`config.mk`:
```
export PLATFORM = sky130hd
export DESIGN_NAME = dqt_ctrl
export DESIGN_NICKNAME = d
export VERILOG_FILES = /design/src/common/dqt_pkg.sv /design/src/common/dqt_sync_if.sv /design/src/logic/dqt_sync.sv /design/src/logic/dqt_ctrl.sv
export VERILOG_INCLUDE_DIRS = /design/src /design/src/common
export SDC_FILE = /design/constraint.sdc
export NUM_CORES = 1
export LEC_CHECK = 0
export BUFFER_PORTS_ARGS = -buffer_cell sky130_fd_sc_hd__buf_2
export CAP_MARGIN = 15
export CORE_UTILIZATION = 45
export CTS_BUF_LIST = sky130_fd_sc_hd__clkbuf_8
export DETAILED_ROUTE_END_ITERATION = 16
export SYNTH_ARGS = -nofsm -noshare
export SYNTH_HDL_FRONTEND = slang
export SYNTH_SLANG_ARGS = --single-unit
```
`constraint.sdc`:
```
create_clock -name clk -period 2 [get_ports clk]
set_input_delay 0.1 -clock clk [delete_from_list [all_inputs] [get_ports clk]]
set_output_delay 0.1 -clock clk [all_outputs]
set_load 0.005 [all_outputs]
```
`src/common/dqt_regs.svh`:
```
// Timing counts, field positions and latency table of the data termination control.
`ifndef DQT_REGS_SVH
`define DQT_REGS_SVH

// Clock of the block in MHz and the command/address termination update time in ns.
`define DQT_CLK_MHZ        50
`define DQT_CA_UPDATE_NS   20
`define DQT_MRW_NCK        4

// Fields of the termination configuration option byte.
`define DQT_OP_RES_MSB     2
`define DQT_OP_RES_LSB     0
`define DQT_OP_EN_BIT      3
`define DQT_OP_CA_MSB      6
`define DQT_OP_CA_LSB      4

// Extra turn-off latency for a burst length of 32.
`define DQT_BL32_EXTRA     6'h08

// Turn-on and turn-off latencies in link clocks per frequency bin, sets A and B.
`define DQT_ON_A_B3        6'h04
`define DQT_ON_A_B4        6'h04
`define DQT_ON_A_B5        6'h06
`define DQT_ON_A_B6        6'h06
`define DQT_ON_A_B7        6'h08
`define DQT_ON_B_B2        6'h06
`define DQT_ON_B_B3        6'h0c
`define DQT_ON_B_B4        6'h0e
`define DQT_ON_B_B5        6'h12
`define DQT_ON_B_B6        6'h14
`define DQT_ON_B_B7        6'h18
`define DQT_OFF_A_B3       6'h14
`define DQT_OFF_A_B4       6'h16
`define DQT_OFF_A_B5       6'h18
`define DQT_OFF_A_B6       6'h1a
`define DQT_OFF_A_B7       6'h1c
`define DQT_OFF_B_B2       6'h16
`define DQT_OFF_B_B3       6'h1c
`define DQT_OFF_B_B4       6'h20
`define DQT_OFF_B_B5       6'h24
`define DQT_OFF_B_B6       6'h28
`define DQT_OFF_B_B7       6'h2c

`endif

```
`src/common/dqt_pkg.sv`:
```
// Types shared by the data termination control modules.
package dqt_pkg;

    // Write window sequencer: idle, or counting link clocks from the second column command.
    typedef enum logic [0:0] {
        DQT_IDLE,
        DQT_COUNT
    } dqt_win_t;

    // Whole state of the termination controller.
    typedef struct packed {
        dqt_win_t    win;
        logic        pending;
        logic [5:0]  cnt;
        logic [5:0]  on_lat;
        logic [5:0]  off_lat;
        logic        dq_on;
        logic [2:0]  ca_res;
        logic [2:0]  ca_new;
        logic [2:0]  mrw_cnt;
        logic        mrw_busy;
        logic [7:0]  ca_wait;
        logic        ca_pend;
    } dqt_state_t;

endpackage : dqt_pkg

```
`src/common/dqt_sync_if.sv`:
```
// Carrier between the termination controller and its input synchroniser.
`timescale 1ns/10ps
interface dqt_sync_if #(
    parameter int W = 8
);
    logic [W-1:0] raw;
    logic [W-1:0] level;
    logic [W-1:0] rise;

    modport ctrl (output raw, input level, input rise);
    modport sync (input raw, output level, output rise);
endinterface : dqt_sync_if

```
`src/logic/dqt_sync.sv`:
```
// Three-stage synchroniser with agreement filter and rising edge pulse per bit.
`timescale 1ns/10ps
module dqt_sync
    import dqt_pkg::*;
#(
    parameter int W = 8
)(
    input  wire logic clk,
    input  wire logic rst_n,
    dqt_sync_if.sync  sif
);
    typedef struct packed {
        logic [W-1:0] s1;
        logic [W-1:0] s2;
        logic [W-1:0] s3;
        logic [W-1:0] level;
        logic [W-1:0] rise;
    } dqt_sync_state_t;

    dqt_sync_state_t st_reg;
    dqt_sync_state_t st_next;

    // Stage one feeds stage two only; the filtered level moves once stages two and three agree.
    always_comb
    begin
        st_next    = st_reg;
        st_next.s1 = sif.raw;
        st_next.s2 = st_reg.s1;
        st_next.s3 = st_reg.s2;
        for (int i = 0; i < W; i++)
        begin
            st_next.rise[i] = 1'b0;
            if (st_reg.s2[i] == st_reg.s3[i])
            begin
                st_next.level[i] = st_reg.s3[i];
                st_next.rise[i]  = st_reg.s3[i] & ~st_reg.level[i];
            end
        end
    end

    // State register.
    always_ff @(posedge clk or negedge rst_n)
    begin
        if (!rst_n)
            st_reg <= '0;
        else
            st_reg <= st_next;
    end

    assign sif.level = st_reg.level;
    assign sif.rise  = st_reg.rise;

endmodule : dqt_sync

```
`src/logic/dqt_ctrl.sv`:
```
// Data-path and command/address on-die termination control of the memory device.
`timescale 1ns/10ps
`include "dqt_regs.svh"
module dqt_ctrl
    import dqt_pkg::*;
#(
    parameter int CLK_MHZ      = `DQT_CLK_MHZ,
    parameter int CA_UPDATE_NS = `DQT_CA_UPDATE_NS
)(
    input  wire logic       clk,
    input  wire logic       rst_n,
    input  wire logic       link_ck,
    input  wire logic       cmd_write_first,
    input  wire logic       cmd_masked_write_first,
    input  wire logic       cmd_second_column,
    input  wire logic       cmd_term_config_write,
    input  wire logic       power_down,
    input  wire logic       self_refresh,
    input  wire logic       write_leveling,
    input  wire logic [7:0] termination_config,
    input  wire logic [2:0] freq_bin,
    input  wire logic       write_latency_set_b,
    input  wire logic       burst_length_32,
    output logic            dq_term_on,
    output logic            dqs_term_on,
    output logic [2:0]      termination_resistance,
    output logic            term_mode_enabled,
    output logic            term_unavailable,
    output logic [2:0]      ca_termination_resistance,
    output logic            ca_update_pending
);
    // Update time in clk cycles, rounded up and never less than one cycle.
    localparam int CA_WAIT_RAW = (CA_UPDATE_NS * CLK_MHZ + 999) / 1000;
    localparam int CA_WAIT     = (CA_WAIT_RAW < 1) ? 1 : CA_WAIT_RAW;
    localparam logic [7:0] CA_WAIT_CYC = 8'(CA_WAIT);
    localparam logic [2:0] MRW_LAST    = 3'(`DQT_MRW_NCK - 1);

    // Bit positions inside the synchronised input bundle.
    localparam int B_CK  = 0;
    localparam int B_WR  = 1;
    localparam int B_MWR = 2;
    localparam int B_CAS = 3;
    localparam int B_MRW = 4;
    localparam int B_PD  = 5;
    localparam int B_SR  = 6;
    localparam int B_WLV = 7;

    dqt_sync_if #(.W(8)) sif ();

    dqt_state_t st_reg;
    dqt_state_t st_next;

    logic       ck_rise;
    logic       wr_seen;
    logic       cas_seen;
    logic       mrw_seen;
    logic       in_pd_sr;
    logic       in_wlev;
    logic       mode_en;
    logic       lat_valid;
    logic [5:0] lat_on;
    logic [5:0] lat_off;

    // Command, link clock, low-power and leveling pins are foreign to clk and go through the synchroniser.
    assign sif.raw = {write_leveling, self_refresh, power_down, cmd_term_config_write,
                      cmd_second_column, cmd_masked_write_first, cmd_write_first, link_ck};

    dqt_sync #(
        .W (8)
    ) u_sync (
        .clk   (clk),
        .rst_n (rst_n),
        .sif   (sif.sync)
    );

    // Latency lookup by frequency bin and latency set; bins 0 and 1 and set A in bin 2 have none.
    function automatic logic [12:0] dqt_lat_lookup(
        input logic [2:0] bin,
        input logic       set_b
    );
        logic [12:0] r;
        r = '0;
        if (set_b)
        begin
            case (bin)
                3'h2: r = {1'b1, `DQT_ON_B_B2, `DQT_OFF_B_B2};
                3'h3: r = {1'b1, `DQT_ON_B_B3, `DQT_OFF_B_B3};
                3'h4: r = {1'b1, `DQT_ON_B_B4, `DQT_OFF_B_B4};
                3'h5: r = {1'b1, `DQT_ON_B_B5, `DQT_OFF_B_B5};
                3'h6: r = {1'b1, `DQT_ON_B_B6, `DQT_OFF_B_B6};
                3'h7: r = {1'b1, `DQT_ON_B_B7, `DQT_OFF_B_B7};
                default: r = '0;
            endcase
        end
        else
        begin
            case (bin)
                3'h3: r = {1'b1, `DQT_ON_A_B3, `DQT_OFF_A_B3};
                3'h4: r = {1'b1, `DQT_ON_A_B4, `DQT_OFF_A_B4};
                3'h5: r = {1'b1, `DQT_ON_A_B5, `DQT_OFF_A_B5};
                3'h6: r = {1'b1, `DQT_ON_A_B6, `DQT_OFF_A_B6};
                3'h7: r = {1'b1, `DQT_ON_A_B7, `DQT_OFF_A_B7};
                default: r = '0;
            endcase
        end
        return r;
    endfunction : dqt_lat_lookup

    // Commands count only when captured on a link clock rising edge.
    assign ck_rise  = sif.rise[B_CK];
    assign wr_seen  = ck_rise & (sif.level[B_WR] | sif.level[B_MWR]);
    assign cas_seen = ck_rise & sif.level[B_CAS];
    assign mrw_seen = ck_rise & sif.level[B_MRW];
    assign in_pd_sr = sif.level[B_PD] | sif.level[B_SR];
    assign in_wlev  = sif.level[B_WLV];

    // Mode needs a non-zero low nibble, and bit 3 clear always disables it.
    assign mode_en = (termination_config[3:0] != 4'h0)
                   & termination_config[`DQT_OP_EN_BIT];

    // Latency pair for the current bin and set, with the long burst extension on turn-off.
    always_comb
    begin
        logic [12:0] lk;
        lk        = dqt_lat_lookup(freq_bin, write_latency_set_b);
        lat_valid = lk[12];
        lat_on    = lk[11:6];
        lat_off   = lk[5:0] + (burst_length_32 ? `DQT_BL32_EXTRA : 6'h00);
    end

    // Write window sequencer and command/address update timer.
    always_comb
    begin
        st_next = st_reg;

        // A write first part arms the window; the following second column command starts it.
        if (wr_seen && mode_en && lat_valid)
            st_next.pending = 1'b1;

        case (st_reg.win)
            DQT_IDLE:
            begin
                if (cas_seen && (st_reg.pending || wr_seen))
                begin
                    st_next.win     = DQT_COUNT;
                    st_next.pending = wr_seen & mode_en & lat_valid;
                    st_next.cnt     = 6'h00;
                    st_next.on_lat  = lat_on;
                    st_next.off_lat = lat_off;
                end
            end
            DQT_COUNT:
            begin
                if (cas_seen && st_reg.pending)
                begin
                    // A back-to-back write restarts the count; termination already on stays on.
                    st_next.pending = wr_seen & mode_en & lat_valid;
                    st_next.cnt     = 6'h00;
                    st_next.on_lat  = lat_on;
                    st_next.off_lat = lat_off;
                end
                else if (ck_rise)
                begin
                    st_next.cnt = st_reg.cnt + 6'h01;
                    if (st_reg.cnt + 6'h01 == st_reg.on_lat)
                        st_next.dq_on = 1'b1;
                    if (st_reg.cnt + 6'h01 == st_reg.off_lat)
                    begin
                        st_next.dq_on = 1'b0;
                        st_next.win   = DQT_IDLE;
                    end
                end
            end
            default:
                st_next.win = DQT_IDLE;
        endcase

        // Leaving the mode or entering a low-power state abandons any window in flight.
        if (!mode_en || in_pd_sr)
        begin
            st_next.win     = DQT_IDLE;
            st_next.pending = 1'b0;
            st_next.dq_on   = 1'b0;
        end

        // The configuration write occupies four link clocks before the update timer runs.
        if (mrw_seen && !st_reg.mrw_busy)
        begin
            st_next.mrw_busy = 1'b1;
            st_next.mrw_cnt  = 3'h0;
            st_next.ca_new   = termination_config[`DQT_OP_CA_MSB:`DQT_OP_CA_LSB];
            st_next.ca_pend  = 1'b1;
        end
        else if (st_reg.mrw_busy && ck_rise)
        begin
            st_next.mrw_cnt = st_reg.mrw_cnt + 3'h1;
            if (st_reg.mrw_cnt + 3'h1 == MRW_LAST)
            begin
                st_next.mrw_busy = 1'b0;
                st_next.ca_wait  = CA_WAIT_CYC;
            end
        end

        // The old value stays applied until the whole update time has run out.
        if (st_reg.ca_pend && !st_reg.mrw_busy && st_reg.ca_wait != 8'h00)
        begin
            st_next.ca_wait = st_reg.ca_wait - 8'h01;
            if (st_reg.ca_wait == 8'h01)
            begin
                st_next.ca_res  = st_reg.ca_new;
                st_next.ca_pend = 1'b0;
            end
        end
    end

    // State register; everything clears to the high impedance, idle state.
    always_ff @(posedge clk or negedge rst_n)
    begin
        if (!rst_n)
            st_reg <= '0;
        else
            st_reg <= st_next;
    end

    // Pin-level termination decisions; leveling overrides the write window on data lines.
    always_comb
    begin
        dq_term_on  = st_reg.dq_on & ~in_wlev & ~in_pd_sr & mode_en;
        dqs_term_on = (in_wlev & mode_en & ~in_pd_sr)
                    | (st_reg.dq_on & ~in_pd_sr & mode_en);
    end

    // The resistance code is shown even when off so the pad can preset its legs.
    assign termination_resistance = termination_config[`DQT_OP_RES_MSB:`DQT_OP_RES_LSB];
    assign term_mode_enabled      = mode_en;
    assign term_unavailable       = mode_en & ~lat_valid;
    assign ca_termination_resistance = st_reg.ca_res;
    assign ca_update_pending         = st_reg.ca_pend;

endmodule : dqt_ctrl

```
==> impl_metrics.tcl, run 1 <==
set metrics [dict create \
    dp_cells 360 \
    final_cells 388 \
    synthArstFlopShare 1.000 \
    worstPathRequired_ns 2.23 \
    die_w_um 84.03 \
    cts_buffers 9 \
    synth_top_area_share 0.5785 \
    synth_top_cell_by_area "dfrtp_1" \
    drt_iter0_drc 72 \
    cts_setup_buffers 0 \
    io_buffer_count 26 \
    synth_top_family_by_area "simple AND/OR/NAND/NOR gates" \
    grt_pass1_vias 1908 \
    cellInternalPower_mw 2.594 \
    synth-edff-count 0 \
    cap_violations 0 \
    leakagePower_nw 1.662 \
    yosysWarnings 0 \
    synth_nets 294 \
    powerDensity_nw_per_um2 1040 \
    synthFlopType "dfrtp_1" \
    grt_pass1_wl_mm 8.556 \
    antenna_cells 0 \
    cts.clk_slew.worst_paths_ns 0.08 \
    area_delta_synth_final_pct 17.23 \
    dieArea_um2 7061 \
    first_pass_iters 10 \
    avgSynthCellArea_um2 11.51 \
    dp_slack_ns 0.2409 \
    ys_types 49 \
    hold_slack_ns 0.1094 \
    dpl_cell_area_um2 3244 \
    tightest_slew_ns 0.6807 \
    share_comb_of_total_power 0.203 \
    final_common_cell "dfrtp_1" \
    synthMuxAreaShare 0.04628 \
    synth_cells 263 \
    regArea_um2 1752 \
    initial_utilization 0.4715 \
    overflow 0 \
    p_sw_mw 1.099 \
    vias_per_cell 5.113 \
    cts_tree "done" \
    drive_above_1_share 0.1929 \
    largest_reg_flops 33 \
    setup-tns-final_ns 0 \
    hpwl_mm 3.477 \
    fin_crit_ns 1.761 \
    final_cell_mix "dfrtp_1, nand2_1, buf_2" \
    p_clk_frac 0.280 \
    netSwitchingFraction 0.2976 \
    endpoint_kind "register" \
    crit_path_start_kind "register" \
    violations "DRC" \
    rsz0062_at_grt "no" \
    drc 3 \
    synth_xor_area_frac 0.05372 \
    synth_compound_area_frac 0.09298 \
    status "finished, violations left" \
    setup_violations 0 \
    drv_slew 0 \
    antenna_found_initial 0 \
    ys_seq_area_frac 0.5785 \
    fin_util 0.5527 \
    p_total_mw 3.693 \
    finalInstanceArea_um2 3550 \
    postRouteAntennaNets 0 \
    p_seq_frac 0.517 \
    vias 1984 \
    grtUsageTotal 0.1586 \
    nets 337 \
    grt_max_degree 30 \
    hold_path_class "primary input to register" \
    clock.fmax_ghz 0.5680 \
    syn_area_um2 3028 \
    cts.sinks 70 \
    setup_ws_ns 0.2394 \
    slew_headroom 0.5453 \
    synthTopCellsByArea "dfrtp_1, nand2_1, ha_1" \
    multi_input_area_um2 1164 \
    wl_per_cell_um 12.74 \
    synthAdderAreaFrac 0.05950 \
    fillers 554 \
    core_area_um2 6422 \
    crit_path_max_fanout 6 \
    rows 29 \
    ys_ff_latch 70 \
    arrival_ns 1.99 \
    synth_simple_gate_area_share 0.1318 \
    finClkSkew_ns 0.01534 \
    gp_congestion 0.7879 \
    finalCritPeriodShare 0.8803 \
    clockBufferDepth 2 \
    drt-total-wl_mm 4.945 \
    io_pins 34 \
    hold_violations 0 \
    ctsRootBufferMaster "clkbuf_8" \
    worst-setup-path-type "register to register" \
    htree_num_levels 3 \
    die_y_um 84.03 \
    clkLatencyLatePin_ns 0.35 \
    ir_drop_mv 0.6114 \
]
-- synth_stat cells, types with 2 or more instances --
library cell,instances
nand2_1,28
o21ai_1,10
xnor2_1,8
nand4_1,3
a22o_1,2
xor2_1,8
nor2b_1,2
o31ai_1,3
inv_1,7
nor2_1,22
ha_1,8
mux2_2,5
dfrtp_1,70
clkbuf_1,7
nor3_1,7
maj3_1,8
mux2i_1,5
a21oi_1,10
mux2_1,3
nand3_1,6
buf_4,6
o21ai_0,8
-- per-layer routing --
metal | share of wire | GRT usage | wire length [µm]
met1 | 0.50 | 0.2134 | 2485
met2 | 0.44 | 0.2303 | 2194
met3 | 0.029 | 0.03363 | 141
met4 | 0.025 | 0.1082 | 123
met5 | 0 | 0 | 0
-- path summary, 6_finish.rpt --
| path | startpoint | to | slack, ns | cells past startpoint |
|---|---|---|---|---|
| max | st_reg[32]$_DFFE_PN0P_ | st_reg[39]$_DFF_PN0_ | 0.24 | 6 |
| min | freq_bin[0] | st_reg[21]$_DFFE_PN0P_ | 0.11 | 2 |
| max reg2reg | st_reg[32]$_DFFE_PN0P_ | st_reg[39]$_DFF_PN0_ | 0.24 | 6 |
| min reg2reg | u_sync.st_next[29]$_DFF_PN0_ | u_sync.st_next[21]$_DFF_PN0_ | 0.35 | 0 |
| max in group asynchronous | rst_n | u_sync.st_next[20]$_DFF_PN0_ | 1.10 | 3 |
| min in group asynchronous | rst_n | u_sync.sif.level[3]$_DFFE_PN0N_ | 0.30 | 2 |
-- critical path, stage by stage, from the launching register on --
cell,delay [ns]
dfrtp_1,0.44
ha_1,0.27
xnor2_1,0.27
xnor2_1,0.10
nor4b_1,0.30
a31o_1,0.21
nor2_1,0.05
-- cell families (layout without fill, tap and decap cells) --
kind of cell / count (synthesis) / after routing
simple gates: 80 / 80
flops: 70 / 70
compound gates: 45 / 45
buf+inv: 22 / 70
xor+xnor: 17 / 17
fa+ha+maj: 16 / 16
mux: 13 / 13
-- layout make-up --
class	instances	share of cell area
clock inverter	5	0.009517
timing repair buffer	46	0.09094
clock buffer	11	0.04265
sequential	70	0.4935
tap	77	0.02714
inverter	8	0.008460
multi-input combinational	171	0.3278
-- power groups by stage --
stage          Combinational, mW  Sequential (mW)  Clock [mW]
3_3_place_gp               0.717             1.93           0
6_report                   0.749             1.91        1.03
5_1_grt                    0.861             1.95        1.13
3_5_place_dp               0.740             1.94           0
2_1_floorplan              0.594             1.88           0
4_1_cts                    0.762             1.91        1.08
-- repair_timing --
item,4_1_cts,5_1_grt
setup endpoints to repair,0,0
endpoints found under the hold margin,37,0
resized for setup,0,0
hold buffers,12,0
Note: power is estimated with default switching activity, not from simulation.
==> run 2: changes to the inputs <==
Settings changed: CORE_MARGIN set to 2.
==> run 2 against run 1 <==
- largest cell class unchanged
- total power decreased by 0.93%
- highest routed layer unchanged
- the run now ends clean
- critical path depth fell by 1
- count of clock-buffer cells in the layout fell by 1
- clock power shrank 4%
- core utilization decreased by 0.33 points
- non-clock buffer count shrank 2
- critical endpoint is now st_reg[5]$_DFFE_PN0P_
==> impl_metrics.tcl, run 2 (same netlist as run 1, synthesis figures left out) <==
set metrics [dict create \
    rows 29 \
    drv_slew 0 \
    first_pass_iters 5 \
    cts_tree "done" \
    cts.sinks 70 \
    hpwl_mm 3.382 \
    die_y_um 86.03 \
    endpoint_kind "register" \
    vias 1977 \
    overflow 0 \
    drt-total-wl_mm 4.879 \
    powerDensity_nw_per_um2 1037 \
    cts_buffers 9 \
    crit_end "st_reg[5]$_DFFE_PN0P_" \
    antenna_found_initial 0 \
    io_pins 34 \
    clkLatencyLatePin_ns 0.33 \
    antenna_cells 0 \
    htree_num_levels 3 \
    grt_max_degree 71 \
    crit_path_start_kind "register" \
    largest_reg_flops 33 \
    crit_path_max_fanout 7 \
    clock.fmax_ghz 0.5545 \
    r2r_slack_ns 0.20 \
    worst_r2r_path_depth 5 \
    hold_path_class "primary input to register" \
    cts.clk_slew.worst_paths_ns 0.08 \
    grt_pass1_vias 1968 \
    drt_iter0_drc 76 \
    setup_ws_ns 0.1967 \
    gp_congestion 0.7834 \
    rsz0062_at_grt "no" \
    clockBufferDepth 2 \
    final_common_cell "dfrtp_1" \
    hold_violations 0 \
    initial_utilization 0.4715 \
    cts_setup_buffers 0 \
    arrival_ns 2.03 \
    leakagePower_nw 1.650 \
    area_delta_synth_final_pct 16.53 \
    drive_above_1_share 0.1877 \
    grt_pass1_wl_mm 8.714 \
    regToRegStartpoint "st_reg[4]$_DFFE_PN0P_" \
    setup-tns-final_ns 0 \
    dieArea_um2 7401 \
    postRouteAntennaNets 0 \
    worstPathRequired_ns 2.22 \
    finalCritPeriodShare 0.9016 \
    ir_drop_mv 0.6341 \
    core_area_um2 6422 \
    worst-setup-path-type "register to register" \
    setup_violations 0 \
    tightest_slew_ns 0.5926 \
    finClkSkew_ns 0.009873 \
    fin_crit_ns 1.803 \
    hold_slack_ns 0.1132 \
    wl_per_cell_um 12.64 \
    grtUsageTotal 0.1495 \
    p_total_mw 3.659 \
    critPathLaunch "st_reg[4]$_DFFE_PN0P_" \
    final_cell_mix "dfrtp_1, nand2_1, buf_2" \
    io_buffer_count 26 \
    cap_violations 0 \
    vias_per_cell 5.122 \
    dp_slack_ns 0.05516 \
    drc 0 \
    status "completed" \
    slew_headroom 0.6047 \
    nets 335 \
    die_w_um 86.03 \
    ctsRootBufferMaster "clkbuf_8" \
    r2r_end "st_reg[5]$_DFFE_PN0P_" \
]
[run 2: cell types whose count changed in the layout (fill, tap and decap cells not counted)]
cell | before | now
o21bai_1 | 1 | 0
inv_1 | 7 | 8
clkinv_4 | 1 | 0
inv_6 | 0 | 1
clkbuf_8 | 11 | 10
o21bai_2 | 0 | 1
buf_4 | 7 | 5
[run 2: worst min path at each step]
stage           startpoint                                  endpoint  slack (ns)  cells after the start
2_1_floorplan        rst_n  ca_termination_resistance[0]$_DFFE_PN0P_       -0.20                      0
3_3_place_gp         rst_n              u_sync.st_next[30]$_DFF_PN0_        0.15                      2
3_5_place_dp         rst_n              u_sync.st_next[31]$_DFF_PN0_        0.15                      2
4_1_cts        freq_bin[0]                    st_reg[21]$_DFFE_PN0P_         0.1                      2
5_1_grt        freq_bin[0]                    st_reg[21]$_DFFE_PN0P_        0.11                      2
6_report       freq_bin[0]                    st_reg[21]$_DFFE_PN0P_        0.11                      2
[run 2: stage by stage]
step                utilization  cell area, µm²  instances
floorplan                     -            3028        263
global placement         0.5028            3229        358
detailed placement       0.5028            3229        358
CTS                      0.5488            3525        386
global route             0.5494            3528        386
finish                   0.5494            3528        386
[run 2: where the power goes]
| part | switching (mW) | internal [mW] | leakage [nW] |
|---|---|---|---|
| combinational | 0.359 | 0.399 | 0.706 |
| clock | 0.511 | 0.479 | 0.0899 |
| sequential | 0.232 | 1.68 | 0.854 |
[run 2: layer usage]
metal | wire length, µm | vias to the layer above | GRT usage
met5 | 0 | - | 0
met4 | 67 | 0 | 0.04906
met3 | 210 | 8 | 0.04620
met2 | 2170 | 41 | 0.2262
met1 | 2430 | 945 | 0.2066
li1 | - | 983 | -
[run 2: timing repair]
item | CTS | global route
hold buffers | 12 | 0
endpoints found under the hold margin | 81 | 0
gates resized for setup | 0 | 1
endpoints found under the setup margin | 0 | 7
[run 2: cell type report]
cell class	count	area (µm²)
sequential	70	1752
multi-input combinational	171	1167
tap	77	96.34
inverter	8	30.03
timing repair buffer	44	307.8
clock inverter	6	37.54
fill	552	2894
clock buffer	10	137.6
[run 2: critical path, cell delays in order (launching register included)]
cell      delay (ns)
dfrtp_1         0.44
or3_4           0.40
nor4_4          0.21
a21boi_2        0.16
and4b_1         0.22
a221o_1         0.26
==> run 3: changes to the inputs <==
Settings changed: SYNTH_HIERARCHICAL set to 1.
==> run 3 against run 2 <==
- register-to-register slack gained 0.03 ns
- total power grew 3.0%
- setup slack gained 0.031 ns
- global-route usage grew 0.35 points
- cell count grew 11%
- first-iteration DRC count grew 97%
- synthesized cell count grew 12%
- via count grew 5.3%
- clock power grew 8%
- flip-flop and latch count is the same
- area after synthesis grew 5.7%
==> impl_metrics.tcl, run 3 <==
set metrics [dict create \
    cap_violations 0 \
    yosysWarnings 6 \
    antenna_cells 0 \
    initial_utilization 0.4685 \
    hpwl_mm 3.666 \
    crit_path_start_kind "register" \
    io_pins 34 \
    nets 358 \
    final_common_cell "dfrtp_1" \
    overflow 0 \
    grt_pass1_wl_mm 8.997 \
    drt-total-wl_mm 5.338 \
    hold_violations 0 \
    grtUsageTotal 0.1530 \
    first_pass_iters 4 \
    cts_buffers 9 \
    finalCritPeriodShare 0.8862 \
    gp_congestion 0.7800 \
    rows 30 \
    vias_per_cell 4.876 \
    drc 0 \
    dp_cells 400 \
    io_buffer_count 26 \
    grt_pass1_vias 1966 \
    final_cell_mix "dfrtp_1, nand2_1, buf_2" \
    hold_slack_ns 0.1129 \
    synth_cells 294 \
    vias 2082 \
    cts.clk_slew.worst_paths_ns 0.07 \
    worst-setup-path-type "register to register" \
    cts.sinks 70 \
    synth_nets 325 \
    dieArea_um2 7803 \
    leakagePower_nw 1.634 \
    syn_area_um2 3201 \
    htree_num_levels 3 \
    cts_tree "done" \
    clock.fmax_ghz 0.5642 \
    setup-tns-final_ns 0 \
    fin_util 0.5410 \
    powerDensity_nw_per_um2 1019 \
    postRouteAntennaNets 0 \
    drive_above_1_share 0.2145 \
    core_area_um2 6832 \
    clkLatencyLatePin_ns 0.34 \
    wl_per_cell_um 12.50 \
    area_delta_synth_final_pct 15.48 \
    crit_path_max_fanout 6 \
    endpoint_kind "register" \
    setup_violations 0 \
    finClkSkew_ns 0.007399 \
    status "completed" \
    arrival_ns 1.99 \
    slew_headroom 0.6919 \
    clockBufferDepth 2 \
    tightest_slew_ns 0.4593 \
    die_y_um 88.34 \
    rsz0062_at_grt "no" \
    hold_path_class "primary input to register" \
    largest_reg_flops 33 \
    grt_max_degree 71 \
    drv_slew 0 \
    ir_drop_mv 0.5365 \
    ctsRootBufferMaster "clkbuf_8" \
    final_cells 427 \
    fin_crit_ns 1.772 \
    avgSynthCellArea_um2 10.89 \
    die_w_um 88.34 \
    drt_iter0_drc 150 \
    antenna_found_initial 0 \
    worstPathRequired_ns 2.22 \
]
## run 3: path summary, 6_finish.rpt
path                                           endpoint                         start  cells after the start  slack (ns)
min in group asynchronous        st_reg[35]$_DFFE_PN0P_                         rst_n                      3        0.31
max in group asynchronous        st_reg[14]$_DFFE_PN0P_                         rst_n                      3        1.39
max                               st_reg[8]$_DFFE_PN0P_         st_reg[5]$_DFFE_PN0P_                      5        0.23
max reg2reg                       st_reg[8]$_DFFE_PN0P_         st_reg[5]$_DFFE_PN0P_                      5        0.23
min reg2reg                u_sync/st_next[19]$_DFF_PN0_  u_sync/st_next[27]$_DFF_PN0_                      0        0.35
min                              st_reg[21]$_DFFE_PN0P_                   freq_bin[0]                      2        0.11
## run 3: area by class of cell
class	count	area (µm²)
multi-input cells	191	1279
repair buffers	46	322.8
well taps	96	120.1
fillers	638	3136
clock buffers	9	123.9
flip-flops and latches	70	1752
clock inverters	6	65.06
inverters	9	33.78
## run 3: through the flow
| stage | total power [mW] | setup WS, ns | area, µm² |
|---|---|---|---|
| global route | 4.036 | 0.04006 | 3696 |
| detailed placement | 2.708 | 0.08143 | 3374 |
| CTS | 3.831 | 0.08324 | 3684 |
| floorplan | 2.505 | 0.1397 | 3201 |
| finish | 3.768 | 0.2276 | 3696 |
| global placement | 2.675 | 0.1089 | 3374 |
## run 3: worst max-delay path, stage by stage, from the launching register on
cell and delay [ns]:
dfrtp_1 0.42, or3_4 0.44, o31ai_2 0.45, a21oi_1 0.08, o21ai_0 0.15, o21ai_0 0.11
## run 3: report_power, final
group / internal [mW] / leakage [nW] / switching [mW]
Sequential: 1.67 / 0.857 / 0.207
Clock: 0.565 / 0.0887 / 0.507
Combinational: 0.397 / 0.688 / 0.420
## run 3: repair_timing
action                                 in CTS  in global routing
buffers inserted                            0                  0
endpoints found under the hold margin      81                  0
resized for setup                           0                  1
hold buffers                               12                  0
setup endpoints to repair                   0                  2
## run 3: routing by layer
layer | vias up | routed length (µm) | global-route usage
li1 | 1066 | - | -
met1 | 986 | 2553 | 0.1920
met2 | 21 | 2531 | 0.2433
met3 | 9 | 179 | 0.05690
met4 | 0 | 74 | 0.05785
met5 | - | 0 | 0
